File: config.mk
export PLATFORM = sky130hd
export DESIGN_NAME = pufr_top
export DESIGN_NICKNAME = d
export VERILOG_FILES = /design/src/rtl/pufr_pkg.sv /design/src/rtl/pufr_delay.sv /design/src/rtl/pufr_top.sv
export SDC_FILE = /design/constraint.sdc
export NUM_CORES = 1
export LEC_CHECK = 0
export BUFFER_PORTS_ARGS = -buffer_cell sky130_fd_sc_hd__buf_2
export CORE_ASPECT_RATIO = 0.8
export CORE_UTILIZATION = 30
export DETAILED_ROUTE_END_ITERATION = 7
export SYNTH_ARGS = -nofsm -noshare
export SYNTH_HDL_FRONTEND = slang
export SYNTH_HIERARCHICAL = 1
export SYNTH_SLANG_ARGS = --single-unit
File: constraint.sdc
create_clock -name clk -period 7.8 [get_ports clk]
set_clock_uncertainty 0.05 [all_clocks]
set_input_delay 0.39 -clock clk [delete_from_list [all_inputs] [get_ports clk]]
set_output_delay 0.39 -clock clk [all_outputs]
set_load 0.03 [all_outputs]
File: src/rtl/pufr_pkg.sv
package pufr_pkg;
   // register command codes
   localparam logic [7:0] CMD_LIMIT = 8'h62;
   localparam logic [7:0] CMD_ACTION = 8'h63;
   localparam int LIMIT_W = 16;
   localparam int ACTION_W = 8;
   localparam logic [15:0] LIMIT_RST = 16'h0000;
   localparam logic [7:0] ACTION_RST = 8'h00;
   localparam logic [15:0] RDATA_NONE = 16'h0000;
   // action byte fields
   localparam int RESP_HI = 7;
   localparam int RESP_LO = 6;
   localparam int RETRY_HI = 5;
   localparam int RETRY_LO = 3;
   localparam int DLY_HI = 2;
   localparam int DLY_LO = 0;
   localparam logic [1:0] RESP_IGNORE = 2'h0;
   localparam logic [1:0] RESP_RUN_RETRY = 2'h1;
   localparam logic [1:0] RESP_DIS_RETRY = 2'h2;
   localparam logic [1:0] RESP_LATCH = 2'h3;
   localparam logic [2:0] RETRY_NONE = 3'h0;
   localparam logic [2:0] RETRY_FOREVER = 3'h7;
   // millisecond tick
   localparam int CLK_HZ = 40_000_000;
   localparam int TICK_TIME_US = 1000;
   localparam int MS_CYCLES = (CLK_HZ / 1_000_000) * TICK_TIME_US;
   typedef enum logic [2:0] {
      st_off, st_start, st_timing, st_run, st_hold, st_wait, st_latch
   } pufr_state_t;
endpackage

File: src/rtl/pufr_delay.sv
module pufr_delay #(
   parameter int UNIT_W = 8,
   parameter int CODE_W = 3
) (
   // clock and reset
   input wire logic clk,
   input wire logic rst,
   // control
   input wire logic start,
   input wire logic ms_tick,
   input wire logic [CODE_W-1:0] code,
   input wire logic [UNIT_W-1:0] unit_ms,
   // status
   output logic busy,
   output logic done
);
   localparam int CNT_W = UNIT_W + (1 << CODE_W) - 1;

   logic [CNT_W-1:0] remain_r;
   logic busy_r;
   logic done_r;
   wire logic [CNT_W-1:0] total;
   wire logic last_tick;

   // power-of-two decode of the delay code
   assign total = CNT_W'(unit_ms) << code;
   assign last_tick = busy_r && ms_tick && (remain_r <= CNT_W'(1));
   assign busy = busy_r;
   assign done = done_r;

   // count down whole milliseconds; a zero unit ends at the next tick
   always_ff @(posedge clk or posedge rst) begin
      if (rst) begin
         remain_r <= '0;
         busy_r <= 1'b0;
         done_r <= 1'b0;
      end else begin
         done_r <= last_tick && !start;
         if (start) begin
            remain_r <= total;
            busy_r <= 1'b1;
         end else if (last_tick) begin
            remain_r <= '0;
            busy_r <= 1'b0;
         end else if (busy_r && ms_tick) begin
            remain_r <= remain_r - CNT_W'(1);
         end
      end
   end

   dly_cause_a: assert property (@(posedge clk) disable iff (rst)
      done_r |-> $past(busy_r) && $past(ms_tick))
      else $error("delay done without a running count");
endmodule

File: src/rtl/pufr_top.sv
module pufr_top #(
   parameter int MS_CYCLES = pufr_pkg::MS_CYCLES,
   parameter int UNIT_W = 8
) (
   // clock and reset
   input wire logic clk,
   input wire logic rst,
   // register access by command code
   input wire logic reg_wr,
   input wire logic reg_rd,
   input wire logic [7:0] reg_cmd,
   input wire logic [15:0] reg_wdata,
   output logic [15:0] reg_rdata,
   output logic reg_rvalid,
   // converter sequencing inputs
   input wire logic on_cmd,
   input wire logic rise_start,
   input wire logic vout_above_uv,
   input wire logic clear_faults,
   input wire logic clear_status,
   input wire logic [UNIT_W-1:0] vout_unit_ms,
   // sequencing outputs
   output logic out_enable,
   output logic restart_pulse,
   output logic timeout_event,
   output logic timeout_fault,
   output logic [2:0] retries_left
);
   localparam int TICK_W = $clog2(MS_CYCLES);
   localparam logic [TICK_W-1:0] TICK_LAST = TICK_W'(MS_CYCLES - 1);

   pufr_pkg::pufr_state_t state_r;
   pufr_pkg::pufr_state_t state_nxt;
   logic [15:0] limit_r;
   logic [7:0] action_r;
   logic [15:0] rdata_r;
   logic rvalid_r;
   logic [TICK_W-1:0] tick_cnt_r;
   logic [15:0] elapsed_r;
   logic out_en_r;
   logic restart_r;
   logic event_r;
   logic fault_r;
   logic [2:0] retries_r;

   wire logic ms_tick;
   wire logic [1:0] resp;
   wire logic [2:0] retry_set;
   wire logic [2:0] dly_code;
   wire logic timeout_hit;
   wire logic retry_ok;
   wire logic clear_any;
   wire logic dly_start;
   wire logic dly_done;
   wire logic restarting;
   wire logic fresh_start;
   wire logic out_en_nxt;
   wire logic [15:0] rd_mux;

   assign resp = action_r[pufr_pkg::RESP_HI:pufr_pkg::RESP_LO];
   assign retry_set = action_r[pufr_pkg::RETRY_HI:pufr_pkg::RETRY_LO];
   assign dly_code = action_r[pufr_pkg::DLY_HI:pufr_pkg::DLY_LO];
   assign ms_tick = (tick_cnt_r == TICK_LAST);

   // limit reached while the output is still below the undervoltage limit
   assign timeout_hit = (state_r == pufr_pkg::st_timing) && on_cmd
      && !vout_above_uv && (limit_r != pufr_pkg::LIMIT_RST) && (elapsed_r >= limit_r);
   // setting 111 restarts without counting down
   assign retry_ok = (retry_set == pufr_pkg::RETRY_FOREVER) || (retries_r != 3'h0);
   // commanded off also clears, so the next on starts clean
   assign clear_any = clear_faults || clear_status || !on_cmd;
   assign restarting = (state_r == pufr_pkg::st_wait) && (state_nxt == pufr_pkg::st_start);
   assign fresh_start = (state_r == pufr_pkg::st_off) && (state_nxt == pufr_pkg::st_start);
   assign dly_start = ((state_nxt == pufr_pkg::st_hold) && (state_r != pufr_pkg::st_hold))
      || ((state_nxt == pufr_pkg::st_wait) && (state_r != pufr_pkg::st_wait));
   assign out_en_nxt = (state_nxt == pufr_pkg::st_start) || (state_nxt == pufr_pkg::st_timing)
      || (state_nxt == pufr_pkg::st_run) || (state_nxt == pufr_pkg::st_hold);
   assign rd_mux = (reg_cmd == pufr_pkg::CMD_LIMIT) ? limit_r
      : (reg_cmd == pufr_pkg::CMD_ACTION) ? {8'h00, action_r} : pufr_pkg::RDATA_NONE;

   assign reg_rdata = rdata_r;
   assign reg_rvalid = rvalid_r;
   assign out_enable = out_en_r;
   assign restart_pulse = restart_r;
   assign timeout_event = event_r;
   assign timeout_fault = fault_r;
   assign retries_left = retries_r;

   // delay unit shared with the output voltage fault
   pufr_delay #(.UNIT_W(UNIT_W), .CODE_W(3)) u_delay (
      .clk(clk),
      .rst(rst),
      .start(dly_start),
      .ms_tick(ms_tick),
      .code(dly_code),
      .unit_ms(vout_unit_ms),
      .busy(),
      .done(dly_done)
   );

   always_comb begin
      state_nxt = state_r;
      case (state_r)
         pufr_pkg::st_off: begin
            if (on_cmd) state_nxt = pufr_pkg::st_start;
         end
         // timer begins when the rise starts
         pufr_pkg::st_start: begin
            if (rise_start) state_nxt = pufr_pkg::st_timing;
         end
         pufr_pkg::st_timing: begin
            if (vout_above_uv) begin
               state_nxt = pufr_pkg::st_run;
            end else if (timeout_hit) begin
               case (resp)
                  pufr_pkg::RESP_IGNORE: state_nxt = pufr_pkg::st_run;
                  pufr_pkg::RESP_RUN_RETRY: state_nxt = pufr_pkg::st_hold;
                  // shut down now, then retry setting
                  // no retries left means latch off
                  pufr_pkg::RESP_DIS_RETRY: begin
                     state_nxt = retry_ok ? pufr_pkg::st_wait : pufr_pkg::st_latch;
                  end
                  default: state_nxt = pufr_pkg::st_latch;
               endcase
            end
         end
         pufr_pkg::st_run: state_nxt = pufr_pkg::st_run;
         // fault still present after the delay goes to the retry setting
         pufr_pkg::st_hold: begin
            if (dly_done && vout_above_uv) begin
               state_nxt = pufr_pkg::st_run;
            end else if (dly_done) begin
               state_nxt = retry_ok ? pufr_pkg::st_wait : pufr_pkg::st_latch;
            end
         end
         pufr_pkg::st_wait: begin
            if (dly_done) state_nxt = pufr_pkg::st_start;
         end
         pufr_pkg::st_latch: begin
            if (clear_faults || clear_status) state_nxt = pufr_pkg::st_off;
         end
         default: state_nxt = pufr_pkg::st_off;
      endcase
      if (!on_cmd) state_nxt = pufr_pkg::st_off;
   end

   always_ff @(posedge clk or posedge rst) begin
      if (rst) begin
         limit_r <= pufr_pkg::LIMIT_RST;
         action_r <= pufr_pkg::ACTION_RST;
      end else if (reg_wr && reg_cmd == pufr_pkg::CMD_LIMIT) begin
         limit_r <= reg_wdata;
      end else if (reg_wr && reg_cmd == pufr_pkg::CMD_ACTION) begin
         action_r <= reg_wdata[7:0];
      end
   end

   always_ff @(posedge clk or posedge rst) begin
      if (rst) begin
         rdata_r <= pufr_pkg::RDATA_NONE;
         rvalid_r <= 1'b0;
      end else begin
         rvalid_r <= reg_rd;
         if (reg_rd) rdata_r <= rd_mux;
      end
   end

   // free-running tick; a restart does not realign it, so timings are +0/-1 ms
   always_ff @(posedge clk or posedge rst) begin
      if (rst) tick_cnt_r <= '0;
      else if (ms_tick) tick_cnt_r <= '0;
      else tick_cnt_r <= tick_cnt_r + TICK_W'(1);
   end

   // timer reloads on every start, first or retry
   always_ff @(posedge clk or posedge rst) begin
      if (rst) elapsed_r <= 16'h0000;
      else if (state_r != pufr_pkg::st_timing) elapsed_r <= 16'h0000;
      else if (ms_tick && elapsed_r != 16'hffff) elapsed_r <= elapsed_r + 16'h0001;
   end

   always_ff @(posedge clk or posedge rst) begin
      if (rst) begin
         state_r <= pufr_pkg::st_off;
         out_en_r <= 1'b0;
         restart_r <= 1'b0;
         event_r <= 1'b0;
      end else begin
         state_r <= state_nxt;
         out_en_r <= out_en_nxt;
         restart_r <= restarting;
         event_r <= timeout_hit;
      end
   end

   // a new timeout wins over a clear in the same cycle
   always_ff @(posedge clk or posedge rst) begin
      if (rst) fault_r <= 1'b0;
      else fault_r <= (timeout_hit && resp != pufr_pkg::RESP_IGNORE) || (fault_r && !clear_any);
   end

   always_ff @(posedge clk or posedge rst) begin
      if (rst) retries_r <= 3'h0;
      else if (fresh_start) retries_r <= retry_set;
      else if (restarting && retry_set != pufr_pkg::RETRY_FOREVER && retries_r != 3'h0)
         retries_r <= retries_r - 3'h1;
   end

   tmo_cause_a: assert property (@(posedge clk) disable iff (rst)
      event_r |-> $past(elapsed_r) >= $past(limit_r) && !$past(vout_above_uv))
      else $error("timeout raised before the limit");
   zero_limit_a: assert property (@(posedge clk) disable iff (rst)
      event_r |-> $past(limit_r) != 16'h0000)
      else $error("timeout raised with zero limit");
   ignore_runs_a: assert property (@(posedge clk) disable iff (rst)
      timeout_hit && resp == pufr_pkg::RESP_IGNORE |=> out_en_r && !restart_r ##1 out_en_r)
      else $error("ignored timeout disturbed the output");
   hold_on_a: assert property (@(posedge clk) disable iff (rst)
      timeout_hit && resp == pufr_pkg::RESP_RUN_RETRY |=> out_en_r && state_r == pufr_pkg::st_hold)
      else $error("output dropped during run delay");
   disable_now_a: assert property (@(posedge clk) disable iff (rst)
      timeout_hit && resp == pufr_pkg::RESP_DIS_RETRY |=> !out_en_r)
      else $error("output not disabled on timeout");
   latch_off_a: assert property (@(posedge clk) disable iff (rst)
      state_r == pufr_pkg::st_latch && on_cmd && !clear_faults && !clear_status
      |=> state_r == pufr_pkg::st_latch && !out_en_r)
      else $error("latched state left without a clear");
   clear_fault_a: assert property (@(posedge clk) disable iff (rst)
      state_r == pufr_pkg::st_latch && clear_faults |=> !fault_r ##1 state_r != pufr_pkg::st_latch)
      else $error("clear did not release the fault");
   off_clears_a: assert property (@(posedge clk) disable iff (rst)
      !on_cmd |=> !out_en_r && !fault_r && state_r == pufr_pkg::st_off)
      else $error("command off did not clear");
   retry_count_a: assert property (@(posedge clk) disable iff (rst)
      restarting |-> retry_set == pufr_pkg::RETRY_FOREVER || retries_r != 3'h0)
      else $error("restart without retries left");
   retry_dec_a: assert property (@(posedge clk) disable iff (rst)
      restart_r && retry_set != pufr_pkg::RETRY_FOREVER && $past(retry_set) == retry_set
      |-> retries_r == 3'($past(retries_r) - 3'h1))
      else $error("retry count not decremented");

   cov_timeout_c: cover property (@(posedge clk) disable iff (rst) event_r);
   cov_restart_c: cover property (@(posedge clk) disable iff (rst) restart_r ##[1:20] out_en_r);
   cov_latch_c: cover property (@(posedge clk) disable iff (rst)
      state_r == pufr_pkg::st_wait ##[1:1000] state_r == pufr_pkg::st_latch);
endmodule

* Yosys cells after proc, flatten, opt, wreduce, memory -nomap -nowiden
Cells that the tools add are included.
Operators by class: shifts and indexed selects 1, multipliers 0, bitwise logic cells 1, mux-type cells 23, reductions and logical operators 41, divide/modulo/power cells 0, add/subtract/negate cells 4, equality and inequality tests 22, $lt $le $gt $ge 2
Operators by type and width (count):
- 16-bit two-way mux | 4
- 15-bit two-way mux | 3
- 16-bit by 1-bit adder with 16-bit output, second input constant | 2
- 3-bit two-way mux | 10
- 3-bit case mux with 7 select lines | 1
- 1-bit logical AND | 19
- 3-bit equality test, second input constant | 6
- 16-bit equality test, second input constant | 1
- 8-bit by 7-bit equality test with 1-bit output, second input constant | 2
- 16-bit >= comparator | 1
- 16-bit != test, second input constant | 1
- 16-bit nonzero test | 1
- 15-bit by 1-bit less-or-equal comparator with 1-bit output, second input constant | 1
- 8-bit by 3-bit << shifter with 15-bit output | 1
- 15-bit by 1-bit subtractor with 15-bit output, second input constant | 1
- 3-bit by 2-bit equality test with 1-bit output, second input constant | 4
- 3-bit != test, second input constant | 3
- 3-bit case mux with 3 select lines | 1
- 1-bit logical OR | 8
- 8-bit two-way mux | 1
- 2-bit nonzero test | 4
- 3-bit by 1-bit equality test with 1-bit output, second input constant | 2
- 3-bit nonzero test | 2
- 1-bit zero test | 4
- 10 further kinds | 11
Word-level totals: bits in read-only memories 0, RAM bits 0, input bits 41, memories kept 0, flip-flop bits (word level) 100, bits in latches 0

* Longest topological paths before layout
depth in word-level cells 15, depth in mapped cells 14

* By module
The synthesis kept the hierarchy.
Modules (own cells, without submodules):
- pufr_top | area each 4277.9 um^2, cells an instance 417, instances 1
- pufr_delay | area each 1317.5 um^2, cells an instance 163, instances 1

* Least setup slack after synthesis
No wires, ideal clock.
kind reg2reg, start point register state_r[1], end point register u_delay.remain_r[6], arrival time 2.911 ns, path slack 4.749 ns, stages on the path, launching flop included 15, clock period less this slack 3.051 ns, setup time 0.091 ns, required time 7.659 ns, cell sequence dfrtp_1 -> buf_4 -> or3b_1 -> buf_6 -> nor3b_4 -> nand2_2 -> a311oi_2 -> a21oi_1 -> nand4b_4 -> a311oi_2 -> clkbuf_1 -> clkinv_1 -> nor2_1 -> a32oi_1 -> o221ai_1
Between the ends: cells in the longest elaborated chain, start to end 13
RTL lines:
- from (decl) | line pufr_top.sv:32 | pufr_pkg::pufr_state_t state_r;
- from (signal assigned) | line pufr_top.sv:184 | state_r <= pufr_pkg::st_off;
- from (signal assigned) | line pufr_top.sv:189 | state_r <= state_nxt;
- 3-bit by 2-bit equality test with 1-bit output | line pufr_top.sv:66, pufr_top.sv:103
- 1-bit logical AND | line pufr_top.sv:66 | assign timeout_hit = (state_r == pufr_pkg::st_timing) && on_cmd
- 1-bit logical AND (3 in series) | line pufr_top.sv:67 | && !vout_above_uv && (limit_r != pufr_pkg::LIMIT_RST) && (elapsed_r >= limit_r);
- 3-bit two-way mux | line pufr_top.sv:114 | end else if (timeout_hit) begin
- 3-bit two-way mux | line pufr_top.sv:112 | if (vout_above_uv) begin
- 3-bit case mux with 7 select lines | line pufr_top.sv:103 | case (state_r)
- 3-bit two-way mux | line pufr_top.sv:144 | if (!on_cmd) state_nxt = pufr_pkg::st_off;
- 3-bit equality test (on tied branches) | line pufr_top.sv:74, pufr_top.sv:75
- 1-bit logical AND (on tied branches) | line pufr_top.sv:74, pufr_top.sv:75
- 1-bit logical OR (*) | line pufr_top.sv:75 | || ((state_nxt == pufr_pkg::st_wait) && (state_r != pufr_pkg::st_wait));
- via dly_start | line pufr_top.sv:53 | wire logic dly_start;
- 3-bit nonzero test (no line) or 15-bit two-way mux (tied branches)
- to (signal assigned) | line pufr_delay.sv:40 | remain_r <= total;
- to (signal assigned) | line pufr_delay.sv:46 | remain_r <= remain_r - CNT_W'(1);
- to (decl) | line pufr_delay.sv:19 | logic [CNT_W-1:0] remain_r;
Mark *: on every way through the listed nets, which the timed path passes. The rest lies on a longest branch. A chain may end at the register's enable or synchronous reset.

* Final worst setup path
start point register state_r[0], end point register u_delay.remain_r[6]
Same word-level chain as after synthesis.

==> metrics.yaml <==
detailed_routing:
  dr_wl_met3_um: 719
  top_layer_used: "met4"
  drtAntennaViolNets: 0
  dr.first_iter.drc_count: 282
  drc: 0
  wl_per_cell_um: 15.1
  vias: 4355
  routed_wl_mm: 13.6
  wl_met2_mm: 5.43
  met1_length_mm: 7.26
  viasPerCell: 4.86
  first_pass_iters: 5
synth:
  avgSynthCellArea_um2: 9.65
  ys_types: 69
  synth-main-ff-cell: "dfrtp_1"
  netlist_area_um2: 5600
  synth_edf_count: 0
  synth_seq_cells: 100
  syn_nets: 643
  seq_area_frac_synth: 0.447
  synth_warnings: 6
  synth_cells: 580
  synth_async_sr_flop_share: 1.00
timing:
  relSlewSlack: 0.263
  worst_slew_pin_slew_ns: 1.10
  hold_viol: 0
  period_minus_slack_ns: 3.64
  drv_slew: 0
  tns_ns: 0
  rsz0062_at_grt: "false"
  whs_ns: 0.105
  period_share: 0.467
  fmax_mhz: 275
  setup_viol_count_final: 0
clock_network:
  cts_resized: 0
  clk_pin_slew_worst_paths_ns: 0.07
  cts_sinks: 100
  clk_latency_ns: 0.35
  ctsHoldBuffers: 0
  post_cts_buffers: 0
  cts_tree: "done"
  htreeDepth: 3
  cts-root-buf: "clkbuf_16"
  clk_path_buf_depth: 2
  cts_buffers: 9
setup_path:
  required_ns: 8.02
  cpLargestDelayFamily: "simple AND/OR/NAND/NOR gates"
  r2r_slack_ns: 4.16
  end_kind: "register"
  arrival_ns: 3.86
  rr_startpoint: "state_r[0]"
  cp_cell_sequence: "or3b_1 -> nor3b_4 -> nand2_2 -> a311oi_2 -> a21oi_1 -> nand4b_4 -> a311oi_2 -> buf_4 -> clkinv_1 -> nor2_1 -> a32oi_1 -> o221ai_1"
  cpPeakStageDelay_ns: 0.72
  cp_slowest_cell: "or3b_1"
  ff2ff_path_depth: 12
  criticalPathCategory: "register to register"
  worstReg2RegEnd: "u_delay/remain_r[6]"
  crit_top_cell: "a311oi_2"
  worst-path-buf-inv: 2
  cp_max_fo: 20
  setup.worst_path.start_class: "register"
pwr:
  p_leak_nw: 2.83
  cellPowerDensity_nw_per_um2: 169
  ir_drop_uv: 106
floorplanning:
  fp.dieH_um: 124
  boundaryPins: 65
  initial_core_util: 0.307
  rows: 44
  die-width_um: 155
  die_area_um2: 19200
  core_region_area_um2: 18200
status:
  status: "finished clean"
placed_design:
  dp_hpwl_mm: 10.1
  gp_congestion: 0.840
  io_buffers: 64
  placed_cells: 881
worst_hold_path:
  min-delay-path-class: "input port to async pin"
global_routing:
  grt_max_degree: 84
  grt-ovfl-total: 0
  grt_pass1_wl_mm: 22.2
  grt_pass1_vias: 4125
  antenna_found_initial: 0
  grtUsageTotal: 0.150
cells_and_area:
  fin_util: 0.354
  final_cell_mix: "dfrtp_1, buf_2, nand2_1, nor2_1, inv_1"
  final_common_cell: "dfrtp_1"
  fin_cells: 896
  antenna_cells: 0
  finalNetCount: 702
  final_layout_size_suffix_gt1_frac: 0.160
  area_growth_pct: 15.4
flow_run:
  drv_cap: 0
routing by layer:
metal  vias to the layer above  GRT usage
met5                         -          0
met2                       114      0.213
met4                         0     0.0402
met1                      2079      0.225
met3                        11     0.0351
li1                       2151          -
report_power, final:
part	internal, mW	total (mW)	switching, mW
sequential	0.528	0.544	0.0157
clock	0.248	0.449	0.201
combinational	0.0372	0.0964	0.0591
total	0.814	1.09	0.276
through the flow:
step / total power [mW] / instance area, um^2 / worst slack (ns)
4_1_cts: 1.10 / 6450 / 4.13
6_report: 1.09 / 6450 / 4.16
3_5_place_dp: 0.652 / 6160 / 4.17
2_1_floorplan: 0.615 / 5600 / 4.75
5_1_grt: 1.14 / 6450 / 3.90
3_3_place_gp: 0.651 / 6160 / 4.24
layout make-up:
class                      instances  area, um^2
clock buffer                      10         229
clock inverter                     5        61.3
fill                            1883       11800
inverter                          48         181
multi-input combinational        414        2830
sequential                       100        2500
tap                              253         317
timing repair buffer              66         335
Yosys cell counts (all sizes together) (3+ instances only):
cell,n,share of area
mux2i,20,0.036
inv,47,0.032
xnor2,22,0.034
or3,5,0.0058
dfrtp,100,0.45
a211oi,4,0.0054
o221ai,4,0.0063
clkbuf,11,0.0074
ha,22,0.049
nand2b,4,0.0045
nor2,55,0.037
and2,6,0.0067
buf,7,0.0076
xor2,10,0.016
nor3,22,0.022
nand2,58,0.040
nand4,8,0.0089
o22ai,9,0.010
a21oi,22,0.020
nand3,24,0.022
and4,4,0.0063
nor2b,5,0.0056
nand3b,3,0.0040
o21ai,27,0.024
and3,6,0.0067
mux2,26,0.052
nor4,8,0.0089
flip-flops by register name, indices dropped and copies added (netlist names), 3 cells and up:
register / cells
elapsed_r: 16
limit_r: 16
reg_rdata: 16
tick_cnt_r: 16
u_delay/remain_r: 15
action_r: 8
retries_left: 3
state_r: 3
cells by family (layout without fill, tap and decap cells):
family	Yosys count	count (layout)	synth area share
and+or+nand+nor	219	219	0.200
DFF	100	100	0.447
AOI/OAI and AO/OA	94	94	0.114
buffers and inverters	66	129	0.0472
muxes	47	47	0.0921
xor gates and xnor gates	32	32	0.0501
adders and majority gates	22	22	0.0492
how the worst max path moves through the flow:
| stage | from | endpoint | depth (start not counted) |
|---|---|---|---|
| floorplan | state_r[1] | u_delay/remain_r[6] | 14 |
| global placement | state_r[0] | u_delay/remain_r[6] | 12 |
| detailed placement | state_r[0] | u_delay/remain_r[6] | 12 |
| CTS | state_r[0] | u_delay/remain_r[6] | 12 |
| global route | state_r[0] | u_delay/remain_r[6] | 12 |
| finish | state_r[0] | u_delay/remain_r[6] | 12 |
Note: power is estimated with default switching activity, not from simulation.
